**src/xfer_pkg.sv**
```systemverilog
package xfer_pkg;
   localparam int word_width = 10;
   localparam int acc_width = 4;
   localparam int ptr_width = 3;
   localparam int wide_width = 8;
   // Opcodes of the four transfers
   localparam logic [9:0] code_acc_to_general = 10'h00e;
   localparam logic [9:0] code_acc_to_port_struct = 10'h2a8;
   localparam logic [9:0] code_acc_to_data_pointer = 10'h029;
   localparam logic [9:0] code_load_wide = 10'h01a;
   // Values after reset
   localparam logic [3:0] reset_nibble = 4'h0;
   localparam logic [2:0] reset_pointer = 3'h0;
   localparam logic [7:0] reset_wide = 8'h00;
   localparam logic reset_flag = 1'h0;
   localparam logic [1:0] cycles_per_op = 2'h1;
   typedef enum logic [2:0] {
      op_none,
      op_acc_to_general_reg,
      op_acc_to_port_struct,
      op_acc_to_data_pointer,
      op_load_wide_register
   } op_type;
endpackage

```
**src/accumulator_transfer_ops.sv**
```systemverilog
`timescale 1ns/1ps
// Contract
// RULE1: General-register transfer copies all four accumulator bits, accumulator kept.
// RULE2: General-register transfer leaves carry alone and never skips.
// RULE3: Port-structure transfer loads accumulator into port output structure register.
// RULE4: Data-pointer transfer copies accumulator bits 2..0 only, bit 3 ignored.
// RULE5: Wide load puts general register into wide bits 7..4.
// RULE6: Wide load puts accumulator into wide bits 3..0, same instruction.
// RULE7: Each transfer is one word, one cycle, carry unchanged, no skip.
module accumulator_transfer_ops (
   input wire logic ref_clk,
   input wire logic rst_b,
   input wire logic ce,
   input wire logic instr_valid,
   input wire logic [9:0] instr_word,
   input wire logic [3:0] acc,
   input wire logic carry_in,
   output logic [3:0] general_reg,
   output logic [3:0] port_output_structure_reg,
   output logic [2:0] data_pointer,
   output logic [7:0] wide_reg,
   output logic carry_flag,
   output logic skip_next,
   output logic done
);
   xfer_pkg::op_type op;
   wire logic hit_general;
   wire logic hit_port;
   wire logic hit_pointer;
   wire logic hit_wide;
   wire logic load_general;
   wire logic load_port;
   wire logic load_pointer;
   wire logic load_wide;
   wire logic [2:0] next_pointer;
   wire logic [7:0] next_wide;
   wire logic [3:0] gen_q;
   wire logic [3:0] port_q;

   assign hit_general = instr_valid && instr_word == xfer_pkg::code_acc_to_general;
   assign hit_port = instr_valid && instr_word == xfer_pkg::code_acc_to_port_struct;
   assign hit_pointer = instr_valid && instr_word == xfer_pkg::code_acc_to_data_pointer;
   assign hit_wide = instr_valid && instr_word == xfer_pkg::code_load_wide;
   assign op = hit_general ? xfer_pkg::op_acc_to_general_reg :
               hit_port ? xfer_pkg::op_acc_to_port_struct :
               hit_pointer ? xfer_pkg::op_acc_to_data_pointer :
               hit_wide ? xfer_pkg::op_load_wide_register : xfer_pkg::op_none;
   // A low clock enable masks every load, so a stalled core keeps its state
   assign load_general = ce && op == xfer_pkg::op_acc_to_general_reg; // [RULE1]
   assign load_port = ce && op == xfer_pkg::op_acc_to_port_struct; // [RULE3]
   assign load_pointer = ce && op == xfer_pkg::op_acc_to_data_pointer; // [RULE4]
   assign load_wide = ce && op == xfer_pkg::op_load_wide_register; // [RULE5] [RULE6]
   // Accumulator bit 3 never reaches the pointer
   assign next_pointer = acc[2:0]; // [RULE4]
   // Both halves formed together so the wide load finishes in one cycle
   assign next_wide = {gen_q, acc}; // [RULE5] [RULE6]

   nibble_reg #(.width(4)) u_general (
      .ref_clk(ref_clk),
      .rst_b(rst_b),
      .ce(ce),
      .load(load_general), // [RULE1]
      .d(acc),
      .q(gen_q)
   );

   property p_general;
      @(posedge ref_clk) disable iff (!rst_b)
         ce && hit_general |=> general_reg == $past(acc);
   endproperty
   a_general: assert property (p_general) else $error("general load wrong"); // [RULE1]

   property p_general_hold;
      @(posedge ref_clk) disable iff (!rst_b)
         ce && !hit_general |=> $stable(general_reg);
   endproperty
   a_general_hold: assert property (p_general_hold) else $error("general moved"); // [RULE1]

   nibble_reg #(.width(4)) u_port (
      .ref_clk(ref_clk),
      .rst_b(rst_b),
      .ce(ce),
      .load(load_port), // [RULE3]
      .d(acc),
      .q(port_q)
   );

   property p_port;
      @(posedge ref_clk) disable iff (!rst_b)
         ce && hit_port |=> port_output_structure_reg == $past(acc);
   endproperty
   a_port: assert property (p_port) else $error("port struct load wrong"); // [RULE3]

   property p_port_hold;
      @(posedge ref_clk) disable iff (!rst_b)
         ce && !hit_port |=> $stable(port_output_structure_reg);
   endproperty
   a_port_hold: assert property (p_port_hold) else $error("port struct moved"); // [RULE3]

   assign general_reg = gen_q;
   assign port_output_structure_reg = port_q;

   always_ff @(posedge ref_clk) begin
      if (!rst_b) begin
         data_pointer <= xfer_pkg::reset_pointer;
      end else if (load_pointer) begin
         data_pointer <= next_pointer; // [RULE4]
      end
   end

   property p_pointer;
      @(posedge ref_clk) disable iff (!rst_b)
         ce && hit_pointer |=> data_pointer == $past(acc[2:0]);
   endproperty
   a_pointer: assert property (p_pointer) else $error("pointer load wrong"); // [RULE4]

   property p_pointer_hold;
      @(posedge ref_clk) disable iff (!rst_b)
         ce && !hit_pointer |=> $stable(data_pointer);
   endproperty
   a_pointer_hold: assert property (p_pointer_hold) else $error("pointer moved"); // [RULE4]

   always_ff @(posedge ref_clk) begin
      if (!rst_b) begin
         wide_reg <= xfer_pkg::reset_wide;
      end else if (load_wide) begin
         wide_reg <= next_wide; // [RULE5] [RULE6]
      end
   end

   property p_wide_hi;
      @(posedge ref_clk) disable iff (!rst_b)
         ce && hit_wide |=> wide_reg[7:4] == $past(gen_q);
   endproperty
   a_wide_hi: assert property (p_wide_hi) else $error("wide high wrong"); // [RULE5]

   property p_wide_lo;
      @(posedge ref_clk) disable iff (!rst_b)
         ce && hit_wide |=> wide_reg[3:0] == $past(acc);
   endproperty
   a_wide_lo: assert property (p_wide_lo) else $error("wide low wrong"); // [RULE6]

   property p_wide_hold;
      @(posedge ref_clk) disable iff (!rst_b)
         ce && !hit_wide |=> $stable(wide_reg);
   endproperty
   a_wide_hold: assert property (p_wide_hold) else $error("wide moved"); // [RULE5] [RULE6]

   property p_wide_chain;
      @(posedge ref_clk) disable iff (!rst_b)
         ce && hit_general ##1 ce && hit_wide |=> wide_reg[7:4] == $past(acc, 2);
   endproperty
   a_wide_chain: assert property (p_wide_chain) else $error("wide chain wrong"); // [RULE5]

   // Carry is only echoed and skip never raised: transfers touch neither
   always_ff @(posedge ref_clk) begin
      if (!rst_b) begin
         carry_flag <= xfer_pkg::reset_flag;
         skip_next <= xfer_pkg::reset_flag;
         done <= xfer_pkg::reset_flag;
      end else if (ce) begin
         carry_flag <= carry_in; // [RULE2] [RULE7]
         skip_next <= 1'h0; // [RULE2] [RULE7]
         done <= op != xfer_pkg::op_none; // [RULE7]
      end
   end

   property p_noskip;
      @(posedge ref_clk) disable iff (!rst_b) $past(ce) |-> !skip_next;
   endproperty
   a_noskip: assert property (p_noskip) else $error("skip raised"); // [RULE2]

   property p_carry;
      @(posedge ref_clk) disable iff (!rst_b)
         ce && instr_valid |=> carry_flag == $past(carry_in)
            && done == $past(op != xfer_pkg::op_none);
   endproperty
   a_carry: assert property (p_carry) else $error("carry or done wrong"); // [RULE7]

   property p_idle;
      @(posedge ref_clk) disable iff (!rst_b)
         ce && !hit_general && !hit_port && !hit_pointer && !hit_wide |=> !done;
   endproperty
   a_idle: assert property (p_idle) else $error("done without transfer"); // [RULE7]

   property p_done_hit;
      @(posedge ref_clk) disable iff (!rst_b)
         ce && (hit_general || hit_port || hit_pointer || hit_wide) |=> done;
   endproperty
   a_done_hit: assert property (p_done_hit) else $error("transfer without done"); // [RULE7]

   // Clock enable low freezes everything
   property p_hold;
      @(posedge ref_clk) disable iff (!rst_b)
         !ce ##1 rst_b |-> $stable(wide_reg) && $stable(data_pointer);
   endproperty
   a_hold: assert property (p_hold) else $error("state moved while frozen"); // [RULE7]

   property p_freeze;
      @(posedge ref_clk) disable iff (!rst_b)
         !ce |=> $stable(general_reg) && $stable(port_output_structure_reg)
            && $stable(carry_flag) && $stable(done) && $stable(skip_next);
   endproperty
   a_freeze: assert property (p_freeze) else $error("output moved while frozen"); // [RULE7]

   property p_reset;
      @(posedge ref_clk)
         !rst_b |=> general_reg == xfer_pkg::reset_nibble
            && port_output_structure_reg == xfer_pkg::reset_nibble
            && data_pointer == xfer_pkg::reset_pointer && wide_reg == xfer_pkg::reset_wide
            && carry_flag == xfer_pkg::reset_flag && done == xfer_pkg::reset_flag;
   endproperty
   a_reset: assert property (p_reset) else $error("reset value wrong"); // [RULE7]

   c_general: cover property (@(posedge ref_clk) ce && hit_general);
   c_port: cover property (@(posedge ref_clk) ce && hit_port);
   c_pointer: cover property (@(posedge ref_clk) ce && hit_pointer);
   c_wide: cover property (@(posedge ref_clk) ce && hit_general ##1 ce && hit_wide);
   c_frozen: cover property (@(posedge ref_clk) !ce && instr_valid);
endmodule

```
**src/nibble_reg.sv**
```systemverilog
`timescale 1ns/1ps
module nibble_reg #(
   parameter int width = 4
) (
   input wire logic ref_clk,
   input wire logic rst_b,
   input wire logic ce,
   input wire logic load,
   input wire logic [width-1:0] d,
   output logic [width-1:0] q
);
   always_ff @(posedge ref_clk) begin
      if (!rst_b) begin
         q <= '0;
      end else if (ce && load) begin
         q <= d;
      end
   end
endmodule

```
**config.mk**
```make
export PLATFORM = sky130hd
export DESIGN_NAME = accumulator_transfer_ops
export DESIGN_NICKNAME = d
export VERILOG_FILES = /design/src/xfer_pkg.sv /design/src/accumulator_transfer_ops.sv /design/src/nibble_reg.sv
export SDC_FILE = /design/constraint.sdc
export NUM_CORES = 1
export LEC_CHECK = 0
export BUFFER_PORTS_ARGS = -buffer_cell sky130_fd_sc_hd__buf_2
export CORE_ASPECT_RATIO = 1.4
export CORE_MARGIN = 4
export CORE_UTILIZATION = 49
export CTS_CLUSTER_DIAMETER = 50
export DETAILED_ROUTE_END_ITERATION = 12
export PLACE_DENSITY = 0.82
export SYNTH_ARGS = -nofsm -noshare
export SYNTH_HDL_FRONTEND = slang
export SYNTH_SLANG_ARGS = --single-unit
```
**constraint.sdc**
```tcl
create_clock -name ref_clk -period 1.97 [get_ports ref_clk]
set_input_delay 0.2955 -clock ref_clk [delete_from_list [all_inputs] [get_ports ref_clk]]
set_output_delay 0.2955 -clock ref_clk [all_outputs]
set_load 0.05 [all_outputs]
```
# After elaboration in Yosys (flattened, before gate mapping)
# Index checks and enable logic that the tools add are counted.
dict set report op_classes {
  add_sub_neg 0
  mul 0
  div 0
  magnitude_cmp 0
  n_eq_ne 8
  n_shift 0
  mux 4
  bitwise 0
  n_reduce_logical 11
}
# op count
set ops {}
lappend ops {{3-bit two-way mux} 4}
lappend ops {{10-bit == test, second input constant} 1}
lappend ops {{10-bit by 4-bit == test with 1-bit output, second input constant} 1}
lappend ops {{10-bit by 5-bit == test with 1-bit output, second input constant} 1}
lappend ops {{10-bit by 6-bit == test with 1-bit output, second input constant} 1}
lappend ops {{1-bit logical AND} 10}
lappend ops {{3-bit by 2-bit == test with 1-bit output, second input constant} 2}
lappend ops {{3-bit by 1-bit == test with 1-bit output, second input constant} 1}
lappend ops {{3-bit == test, second input constant} 1}
lappend ops {{3-bit nonzero test} 1}
dict set report totals {
  reg_bits 21
  latch_bits 0
  mem_bits_rw 0
  rom_bits 0
  word_cells 29
  memories 0
}

# Depth between registers and ports, before layout
# Gate-level depths: netlist (run 1).
dict set report depth {
  ltp_word 9
  mapped_depth 5
  depth_no_buf 4
}

# Cells and area by module
# Synthesis (run 1) repeated with hierarchy kept, for this count alone.
dict set report hier_totals {
  hier_cells 106
  hier_area_um2 955.9
}
# module n_inst cells_per_inst area_per_inst_um2 seq_area_each_um2
set by_module_without_submodules {}
lappend by_module_without_submodules {accumulator_transfer_ops 1 70 618.1 260.2}
lappend by_module_without_submodules {nibble_reg 2 18 168.9 80.1}

# Worst setup path after synthesis (run 1)
# OpenSTA, ideal clock, no wires.
dict set report synth_path {
  path_kind {in2reg}
  start {in instr_word[7]}
  end {reg wide_reg[0]}
  t_arrival_ns 1.174
  required_ns 1.851
  path_slack_ns 0.676
  cell_stages 5
  n_path_buf 1
  path_cell_list {nor4_2 and2_2 nand4b_1 buf_6 mux2i_1}
}
dict set report synth_between {
  elab_chain_len 8
  word_cells_on_any_way 14
  cone_classes {eq/ne (5); mux (4); reduce/logical (5)}
}
# item line_no
set synth_lines {}
lappend synth_lines {{from (decl)} accumulator_transfer_ops.sv:15} ;# input wire logic [9:0] instr_word,
lappend synth_lines {{10-bit by 5-bit == test with 1-bit output} accumulator_transfer_ops.sv:43} ;# assign hit_wide = instr_valid && instr_word == xfer_pkg::code_load_wide;
lappend synth_lines {{1-bit logical AND} accumulator_transfer_ops.sv:43}
lappend synth_lines {{3-bit two-way mux} accumulator_transfer_ops.sv:47} ;# hit_wide ? xfer_pkg::op_load_wide_register : xfer_pkg::op_none;
lappend synth_lines {{3-bit two-way mux} accumulator_transfer_ops.sv:46} ;# hit_pointer ? xfer_pkg::op_acc_to_data_pointer :
lappend synth_lines {{3-bit two-way mux} accumulator_transfer_ops.sv:45} ;# hit_port ? xfer_pkg::op_acc_to_port_struct :
lappend synth_lines {{3-bit two-way mux (*)} accumulator_transfer_ops.sv:44} ;# assign op = hit_general ? xfer_pkg::op_acc_to_general_reg :
lappend synth_lines {{3-bit == test (*)} accumulator_transfer_ops.sv:52} ;# assign load_wide = ce && op == xfer_pkg::op_load_wide_register;
lappend synth_lines {{1-bit logical AND (*)} accumulator_transfer_ops.sv:52}
lappend synth_lines {{to (signal assigned)} accumulator_transfer_ops.sv:125} ;# wide_reg <= xfer_pkg::reset_wide;
lappend synth_lines {{to (signal assigned)} accumulator_transfer_ops.sv:127} ;# wide_reg <= next_wide;
lappend synth_lines {{to (decl)} accumulator_transfer_ops.sv:21} ;# output logic [7:0] wide_reg,
# Mark *: on every way between the ends. The rest lies on a longest branch, timed or not.
# A chain may end at the register's enable or synchronous reset.

# Worst setup path in the final report (run 1)
dict set report layout_path {
  start {in instr_word[7]}
  end {reg wide_reg[6]}
}
# Same word-level chain as after synthesis.

==> summary.md, run 1 <==
| Metric | Value |
|---|---|
| IO Pins | `41` |
| Synth Net Count | `110` |
| Max VDD drop | `0.546 mV` |
| Setup crit end kind | `flop` |
| Worst R2R End | `done$_SDFFE_PN0P_` |
| Met3 wire len | `159 um` |
| Final min period | `1.31 ns` |
| Post-detail-place hpwl | `1660 um` |
| H-tree levels | `1` |
| Worst R2R Path Depth | `2` |
| Metal2 WL | `1070 um` |
| Ys Warns | `0` |
| Antenna-violating nets left | `0` |
| WS Path Type | `input pin to flop` |
| Top-area cell type share of the netlist area | `0.446` |
| Setup violators final | `0` |
| Sw Ratio | `0.241` |
| Xor/xnor share of the synthesized area | `0.00930` |
| Clock power share | `0.288` |
| R2R Path Start | `done$_SDFFE_PN0P_` |
| Mean routed wirelength per cell | `14.0 um` |
| Die Width | `45.1 um` |
| Metal-1 WL | `834 um` |
| TritonCTS clock tree | `yes` |
| Outcome | `complete, no violations` |
| Cell area power density | `602 nW/um2` |
| Grt ovf | `0` |
| Buffer count from post-CTS setup fixing | `0` |
| Row cnt | `18` |
| Flop pwr share | `0.609` |
| Vias | `798` |
| Register area share after synthesis | `0.446` |
| TNS Setup | `0 ns` |
| Final nets | `150` |
| FMAX | `0.764 GHz` |
| Syn_area_per_cell | `10.4 um2` |
| DRT Pass-1 Iters | `4` |
| Adder-cell share of the synthesized area | `0` |
| Simple-Gate Fraction of Synth Area | `0.271` |
| CORE AREA | `1800 um2` |
| Cts bufs inserted | `3` |
| Post-synthesis compound-gate area fraction | `0.0252` |
| Max FFs per register | `8` |
| Synth cell types | `25` |
| Filler instances | `172` |
| Max-slew violations | `0` |
| Post-CTS sizing | `0` |
| Req. time, crit path | `2.16 ns` |
| Min-Delay Path Class | `input pin to flop` |
| Layout area overhead | `23.8%` |
| WHS Endpoint | `done$_SDFFE_PN0P_` |
| Unrepaired setup endpoints after global routing | `no` |
| Drt via density | `5.32` |
| Startpoint class of the critical path | `input pin` |
| Clock Latency Late Sink | `0.30 ns` |
| Crit path max fanout | `8` |
| MaxCap Viol Count | `0` |
| Clk sinks | `21` |
| Leading area contributor after synthesis | `dfxtp_1` |
| Die Ht | `59.9 um` |
| GP Congestion | `0.810` |
| Power share of the combinational group | `0.104` |
| Cells after DPL | `146` |
| Vias in the first global route | `805` |
| Clock buffer depth | `2` |
| Synth Instances | `91` |
| Non-Filler Instances | `150` |
| Main combinational cell family by area after synthesis | `simple AND/OR/NAND/NOR gates` |
| Highest Signal Layer | `met4` |
| DRT iter0 DRCs | `6` |
| Fin crit share | `0.665` |
| # DRC | `0` |
| Die area | `2700 um2` |
| Leakage power | `0.661 nW` |
| Mapped cell area | `942 um2` |
| Share of layout cells above drive strength 1 | `0.377` |
| Initial Utilization | `0.523` |
| P_sw | `0.000169 W` |
| Critical Path AT | `1.50 ns` |
| Clock slew at reported path FFs | `0.11 ns` |
| Hold Fails Final Rpt | `0` |
| Top cells by area, synth | `dfxtp_1 (45%), mux2i_1 (21%), nand2_1 (6.8%)` |
| Worst Skew | `0.00246 ns` |
| Clock root buffer master | `clkbuf_4` |
| Post-Route WL | `2100 um` |
| Cts hold-fix bufs | `0` |
| Diodes inserted | `0` |
| Internal power | `0.000533 W` |
| Worst reg2reg setup slack | `1.33 ns` |
| Cell depth of the worst hold path | `2` |
| Min-Delay Startpoint | `ce` |
| Port bufs | `39` |
| Yosys reg bits | `21` |
| Post-synthesis mux area share | `0.212` |
| First-pass GRT wire length | `3490 um` |
| Initial antenna violation count | `0` |
| Total track usage | `0.170` |
| Largest net degree at the start of global routing | `26` |
-- stage by stage --
| step | area [um2] | total power, W | util | setup slack (ns) | hold slack [ns] |
|---|---|---|---|---|---|
| floorplan | 942 | 0.000477 | - | 0.676 | 0.385 |
| global placement | 1140 | 0.000507 | 0.633 | 0.413 | 0.446 |
| detailed placement | 1140 | 0.000510 | 0.633 | 0.366 | 0.450 |
| CTS | 1170 | 0.000708 | 0.647 | 0.678 | 0.250 |
| global route | 1170 | 0.000742 | 0.647 | 0.569 | 0.253 |
| finish | 1170 | 0.000703 | 0.647 | 0.660 | 0.253 |
-- Yosys cell counts (all sizes together) --
| master | number |
|---|---|
| and3b | 1 |
| nand3b | 1 |
| nor4b | 2 |
| nor2b | 8 |
| a21oi | 1 |
| and4b | 1 |
| nor2 | 1 |
| and3 | 1 |
| nor4 | 1 |
| conb | 1 |
| clkbuf | 3 |
| a32oi | 1 |
| o21ai | 2 |
| dfxtp | 21 |
| xor2 | 1 |
| buf | 2 |
| nand4b | 3 |
| mux2i | 20 |
| and2 | 1 |
| nand2 | 17 |
| nand2b | 1 |
| nand4 | 1 |
-- layout by cell type (no fill, tap or decap) --
cell type	netlist	routed
nor2b_1	8	8
clkbuf_1	3	1
and4b_2	1	1
buf_2	0	39
a21oi_1	1	1
nand2b_1	1	1
o21ai_0	2	2
xor2_1	1	1
nor4b_2	1	1
nand4_1	1	1
nor4b_4	1	1
clkbuf_4	0	3
nor4_2	1	1
nor2_1	1	1
a32oi_1	1	1
and2_2	1	1
nand4b_2	1	1
and3b_1	1	1
nand4b_1	2	2
nand3b_1	1	1
dfxtp_1	21	21
mux2i_1	20	20
and3_1	1	1
nand2_1	17	17
buf_4	1	1
conb_1	1	1
-- layout make-up --
type                    instances  area [um2]  area share
multi-input cells              65         492       0.422
repair buffers                 40         203       0.174
clock buffers                   4        26.3      0.0225
flip-flops and latches         21         420       0.361
well taps                      20        25.0      0.0215
-- cells by family (layout without fill, tap and decap cells) --
| family | after synthesis | after routing |
|---|---|---|
| AND/OR/NAND/NOR | 39 | 39 |
| flip-flops | 21 | 21 |
| multiplexers | 20 | 20 |
| buffers and inverters | 5 | 44 |
| AO/OA/AOI/OAI | 4 | 4 |
| other | 1 | 1 |
| XOR/XNOR | 1 | 1 |
-- worst max-delay path by stage --
stage	startpoint	end	slack [ns]	cells after the start
2_1_floorplan	instr_word[7]	wide_reg[0]$_SDFFE_PN0P_	0.68	5
3_3_place_gp	instr_word[7]	wide_reg[0]$_SDFFE_PN0P_	0.41	6
3_5_place_dp	instr_word[7]	wide_reg[1]$_SDFFE_PN0P_	0.37	6
4_1_cts	instr_word[7]	wide_reg[1]$_SDFFE_PN0P_	0.68	6
5_1_grt	instr_word[7]	wide_reg[4]$_SDFFE_PN0P_	0.57	6
6_report	instr_word[7]	wide_reg[6]$_SDFFE_PN0P_	0.66	6
-- critical path: stages --
cell	delay (ns)
buf_2	0.12
nor4_2	0.39
and2_2	0.23
nand4b_1	0.12
buf_4	0.21
mux2i_1	0.13
-- power groups by stage --
stage,registers [W],logic (W),clock network [W]
detailed placement,0.000437,0.0000726,0
floorplan,0.000445,0.0000315,0
global placement,0.000437,0.0000704,0
global route,0.000429,0.0000794,0.000234
finish,0.000428,0.0000729,0.000202
CTS,0.000428,0.0000731,0.000208
-- routing by layer --
layer / GRT usage / vias to the layer above
met1: 0.205 / 369
met2: 0.294 / 33
li1: - / 392
met3: 0.0331 / 4
met4: 0.0544 / 0
met5: 0 / -
(Power assumes the default switching activity.)
==> inputs of run 2 (changes only) <==
--- a/config.mk
+++ b/config.mk
@@ -8,10 +8,10 @@
 export BUFFER_PORTS_ARGS = -buffer_cell sky130_fd_sc_hd__buf_2
 export CORE_ASPECT_RATIO = 1.4
 export CORE_MARGIN = 4
-export CORE_UTILIZATION = 49
+export CORE_UTILIZATION = 45
 export CTS_CLUSTER_DIAMETER = 50
 export DETAILED_ROUTE_END_ITERATION = 12
-export PLACE_DENSITY = 0.82
+export PLACE_DENSITY = 0.76
 export SYNTH_ARGS = -nofsm -noshare
 export SYNTH_HDL_FRONTEND = slang
 export SYNTH_SLANG_ARGS = --single-unit
==> constraint.sdc (replaced) <==
create_clock -name ref_clk -period 1.3 [get_ports ref_clk]
set_input_delay 0.195 -clock ref_clk [delete_from_list [all_inputs] [get_ports ref_clk]]
set_output_delay 0.195 -clock ref_clk [all_outputs]
set_load 0.05 [all_outputs]
==> run 2 against run 1 <==
Die area grew 7.5%. Via count grew 0.13%. First-iteration DRC count grew 33%. Hold slack lost 0.10 ns. Core utilization shrank 3.7 points. Clock power grew 50%. Non-clock buffer count grew 5. Sequential cell count is the same. Sequential share of layout area shrank 1.2 points. Critical path type is now flop to output port. Highest routed layer unchanged.
==> summary.md, run 2 (same netlist as run 1, synthesis figures left out) <==
| Metric | Value |
|---|---|
| Outcome | `complete, no violations` |
| Max incr delay on CP | `0.36 ns` |
| IO Pins | `41` |
| CP max stage cell | `dfxtp_1` |
| Cell area power density | `887 nW/um2` |
| Final nets | `155` |
| Die Width | `46.7 um` |
| GP Congestion | `0.792` |
| TritonCTS clock tree | `yes` |
| Die Ht | `62.1 um` |
| Share of layout cells above drive strength 1 | `0.400` |
| Final min period | `1.11 ns` |
| Crit. path cell count | `1` |
| Unrepaired setup endpoints after global routing | `no` |
| Total track usage | `0.154` |
| Worst R2R Path Depth | `2` |
| Crit path max fanout | `2` |
| Min-Delay Path Class | `input pin to flop` |
| Commonest cells after routing, fill and taps aside | `buf_2 (39), dfxtp_1 (21), mux2i_1 (20), nand2_1 (17), nor2b_1 (8)` |
| Setup violators final | `0` |
| Clock Latency Late Sink | `0.29 ns` |
| Cell depth of the worst hold path | `2` |
| Cells after DPL | `152` |
| Family with the most delay on the worst path | `flip-flops` |
| Fin crit share | `0.857` |
| Diodes inserted | `0` |
| Drt via density | `5.12` |
| Port bufs | `39` |
| WS Path Type | `flop to output port` |
| Critical path cell sequence | `buf_2` |
| Max-slew violations | `0` |
| Util after Layout | `0.611` |
| Max FFs per register | `8` |
| WP buf/inv | `1` |
| Layout area overhead | `27.9%` |
| First-pass GRT wire length | `3400 um` |
| DRT iter0 DRCs | `8` |
| Antenna-violating nets left | `0` |
| Initial Utilization | `0.477` |
| # DRC | `0` |
| DRT Pass-1 Iters | `4` |
| Post-detail-place hpwl | `1660 um` |
| Max VDD drop | `0.801 mV` |
| Leakage power | `0.685 nW` |
| Hold Fails Final Rpt | `0` |
| Post-CTS sizing | `0` |
| Setup crit end kind | `output port` |
| Buffer count from post-CTS setup fixing | `0` |
| Non-Filler Instances | `156` |
| Worst Skew | `0.000292 ns` |
| Row cnt | `19` |
| Largest net degree at the start of global routing | `26` |
| Vias in the first global route | `789` |
| Mean routed wirelength per cell | `13.2 um` |
| Critical Path AT | `0.92 ns` |
| Clock root buffer master | `clkbuf_4` |
| Vias | `799` |
| Cts bufs inserted | `3` |
| CORE AREA | `1970 um2` |
| Initial antenna violation count | `0` |
| Req. time, crit path | `1.11 ns` |
| Grt ovf | `0` |
| H-tree levels | `1` |
| FMAX | `0.898 GHz` |
| Clock slew at reported path FFs | `0.11 ns` |
| Post-Route WL | `2060 um` |
| MaxCap Viol Count | `0` |
| Most common cell after layout, fill and taps aside | `buf_2` |
| Startpoint class of the critical path | `flop` |
| Die area | `2900 um2` |
| Clock buffer depth | `2` |
| Filler instances | `169` |
| Clk sinks | `21` |
| Cts hold-fix bufs | `0` |
## run 2: cell types whose count changed in the layout (fill, tap and decap cells not counted), sizes merged
cell	change
buf	+5
## run 2: final cells by class
type	instances	area (um2)	area share
clock buffers	4	26.3	0.0218
multi-input cells	65	492	0.408
well taps	21	26.3	0.0218
flip-flops and latches	21	420	0.349
repair buffers	45	240	0.199
## run 2: power by group
| group | switching [W] | internal (W) |
|---|---|---|
| clock | 0.000183 | 0.000119 |
| sequential | 0.00000129 | 0.000646 |
| combinational | 0.0000693 | 0.0000488 |
## run 2: path summary, 6_finish.rpt
| kind | from | end | slack (ns) |
|---|---|---|---|
| worst min-delay path | ce | done$_SDFFE_PN0P_ | 0.15 |
| worst max register to register | data_pointer[2]$_SDFFE_PN0P_ | data_pointer[2]$_SDFFE_PN0P_ | 0.67 |
| worst max-delay path | data_pointer[2]$_SDFFE_PN0P_ | data_pointer[2] | 0.19 |
| worst min register to register | wide_reg[1]$_SDFFE_PN0P_ | wide_reg[1]$_SDFFE_PN0P_ | 0.46 |
## run 2: per-stage QoR
stage	hold WS (ns)	cell area, um2	setup slack, ns	TNS (ns)	total power, W
6_report	0.150	1200	0.186	0	0.00107
3_5_place_dp	0.450	1180	-0.116	-1.56	0.000781
2_1_floorplan	0.285	942	0.107	0	0.000722
4_1_cts	0.138	1200	0.178	0	0.00108
3_3_place_gp	0.444	1180	-0.0381	-0.300	0.000777
5_1_grt	0.164	1200	0.0850	0	0.00111
## run 2: routing by layer
layer	up-vias	GRT usage	routed length, um
met1	367	0.173	795
met2	26	0.278	1090
met4	0	0.0519	11
met3	2	0.0231	161
li1	404	-	-
met5	-	0	0
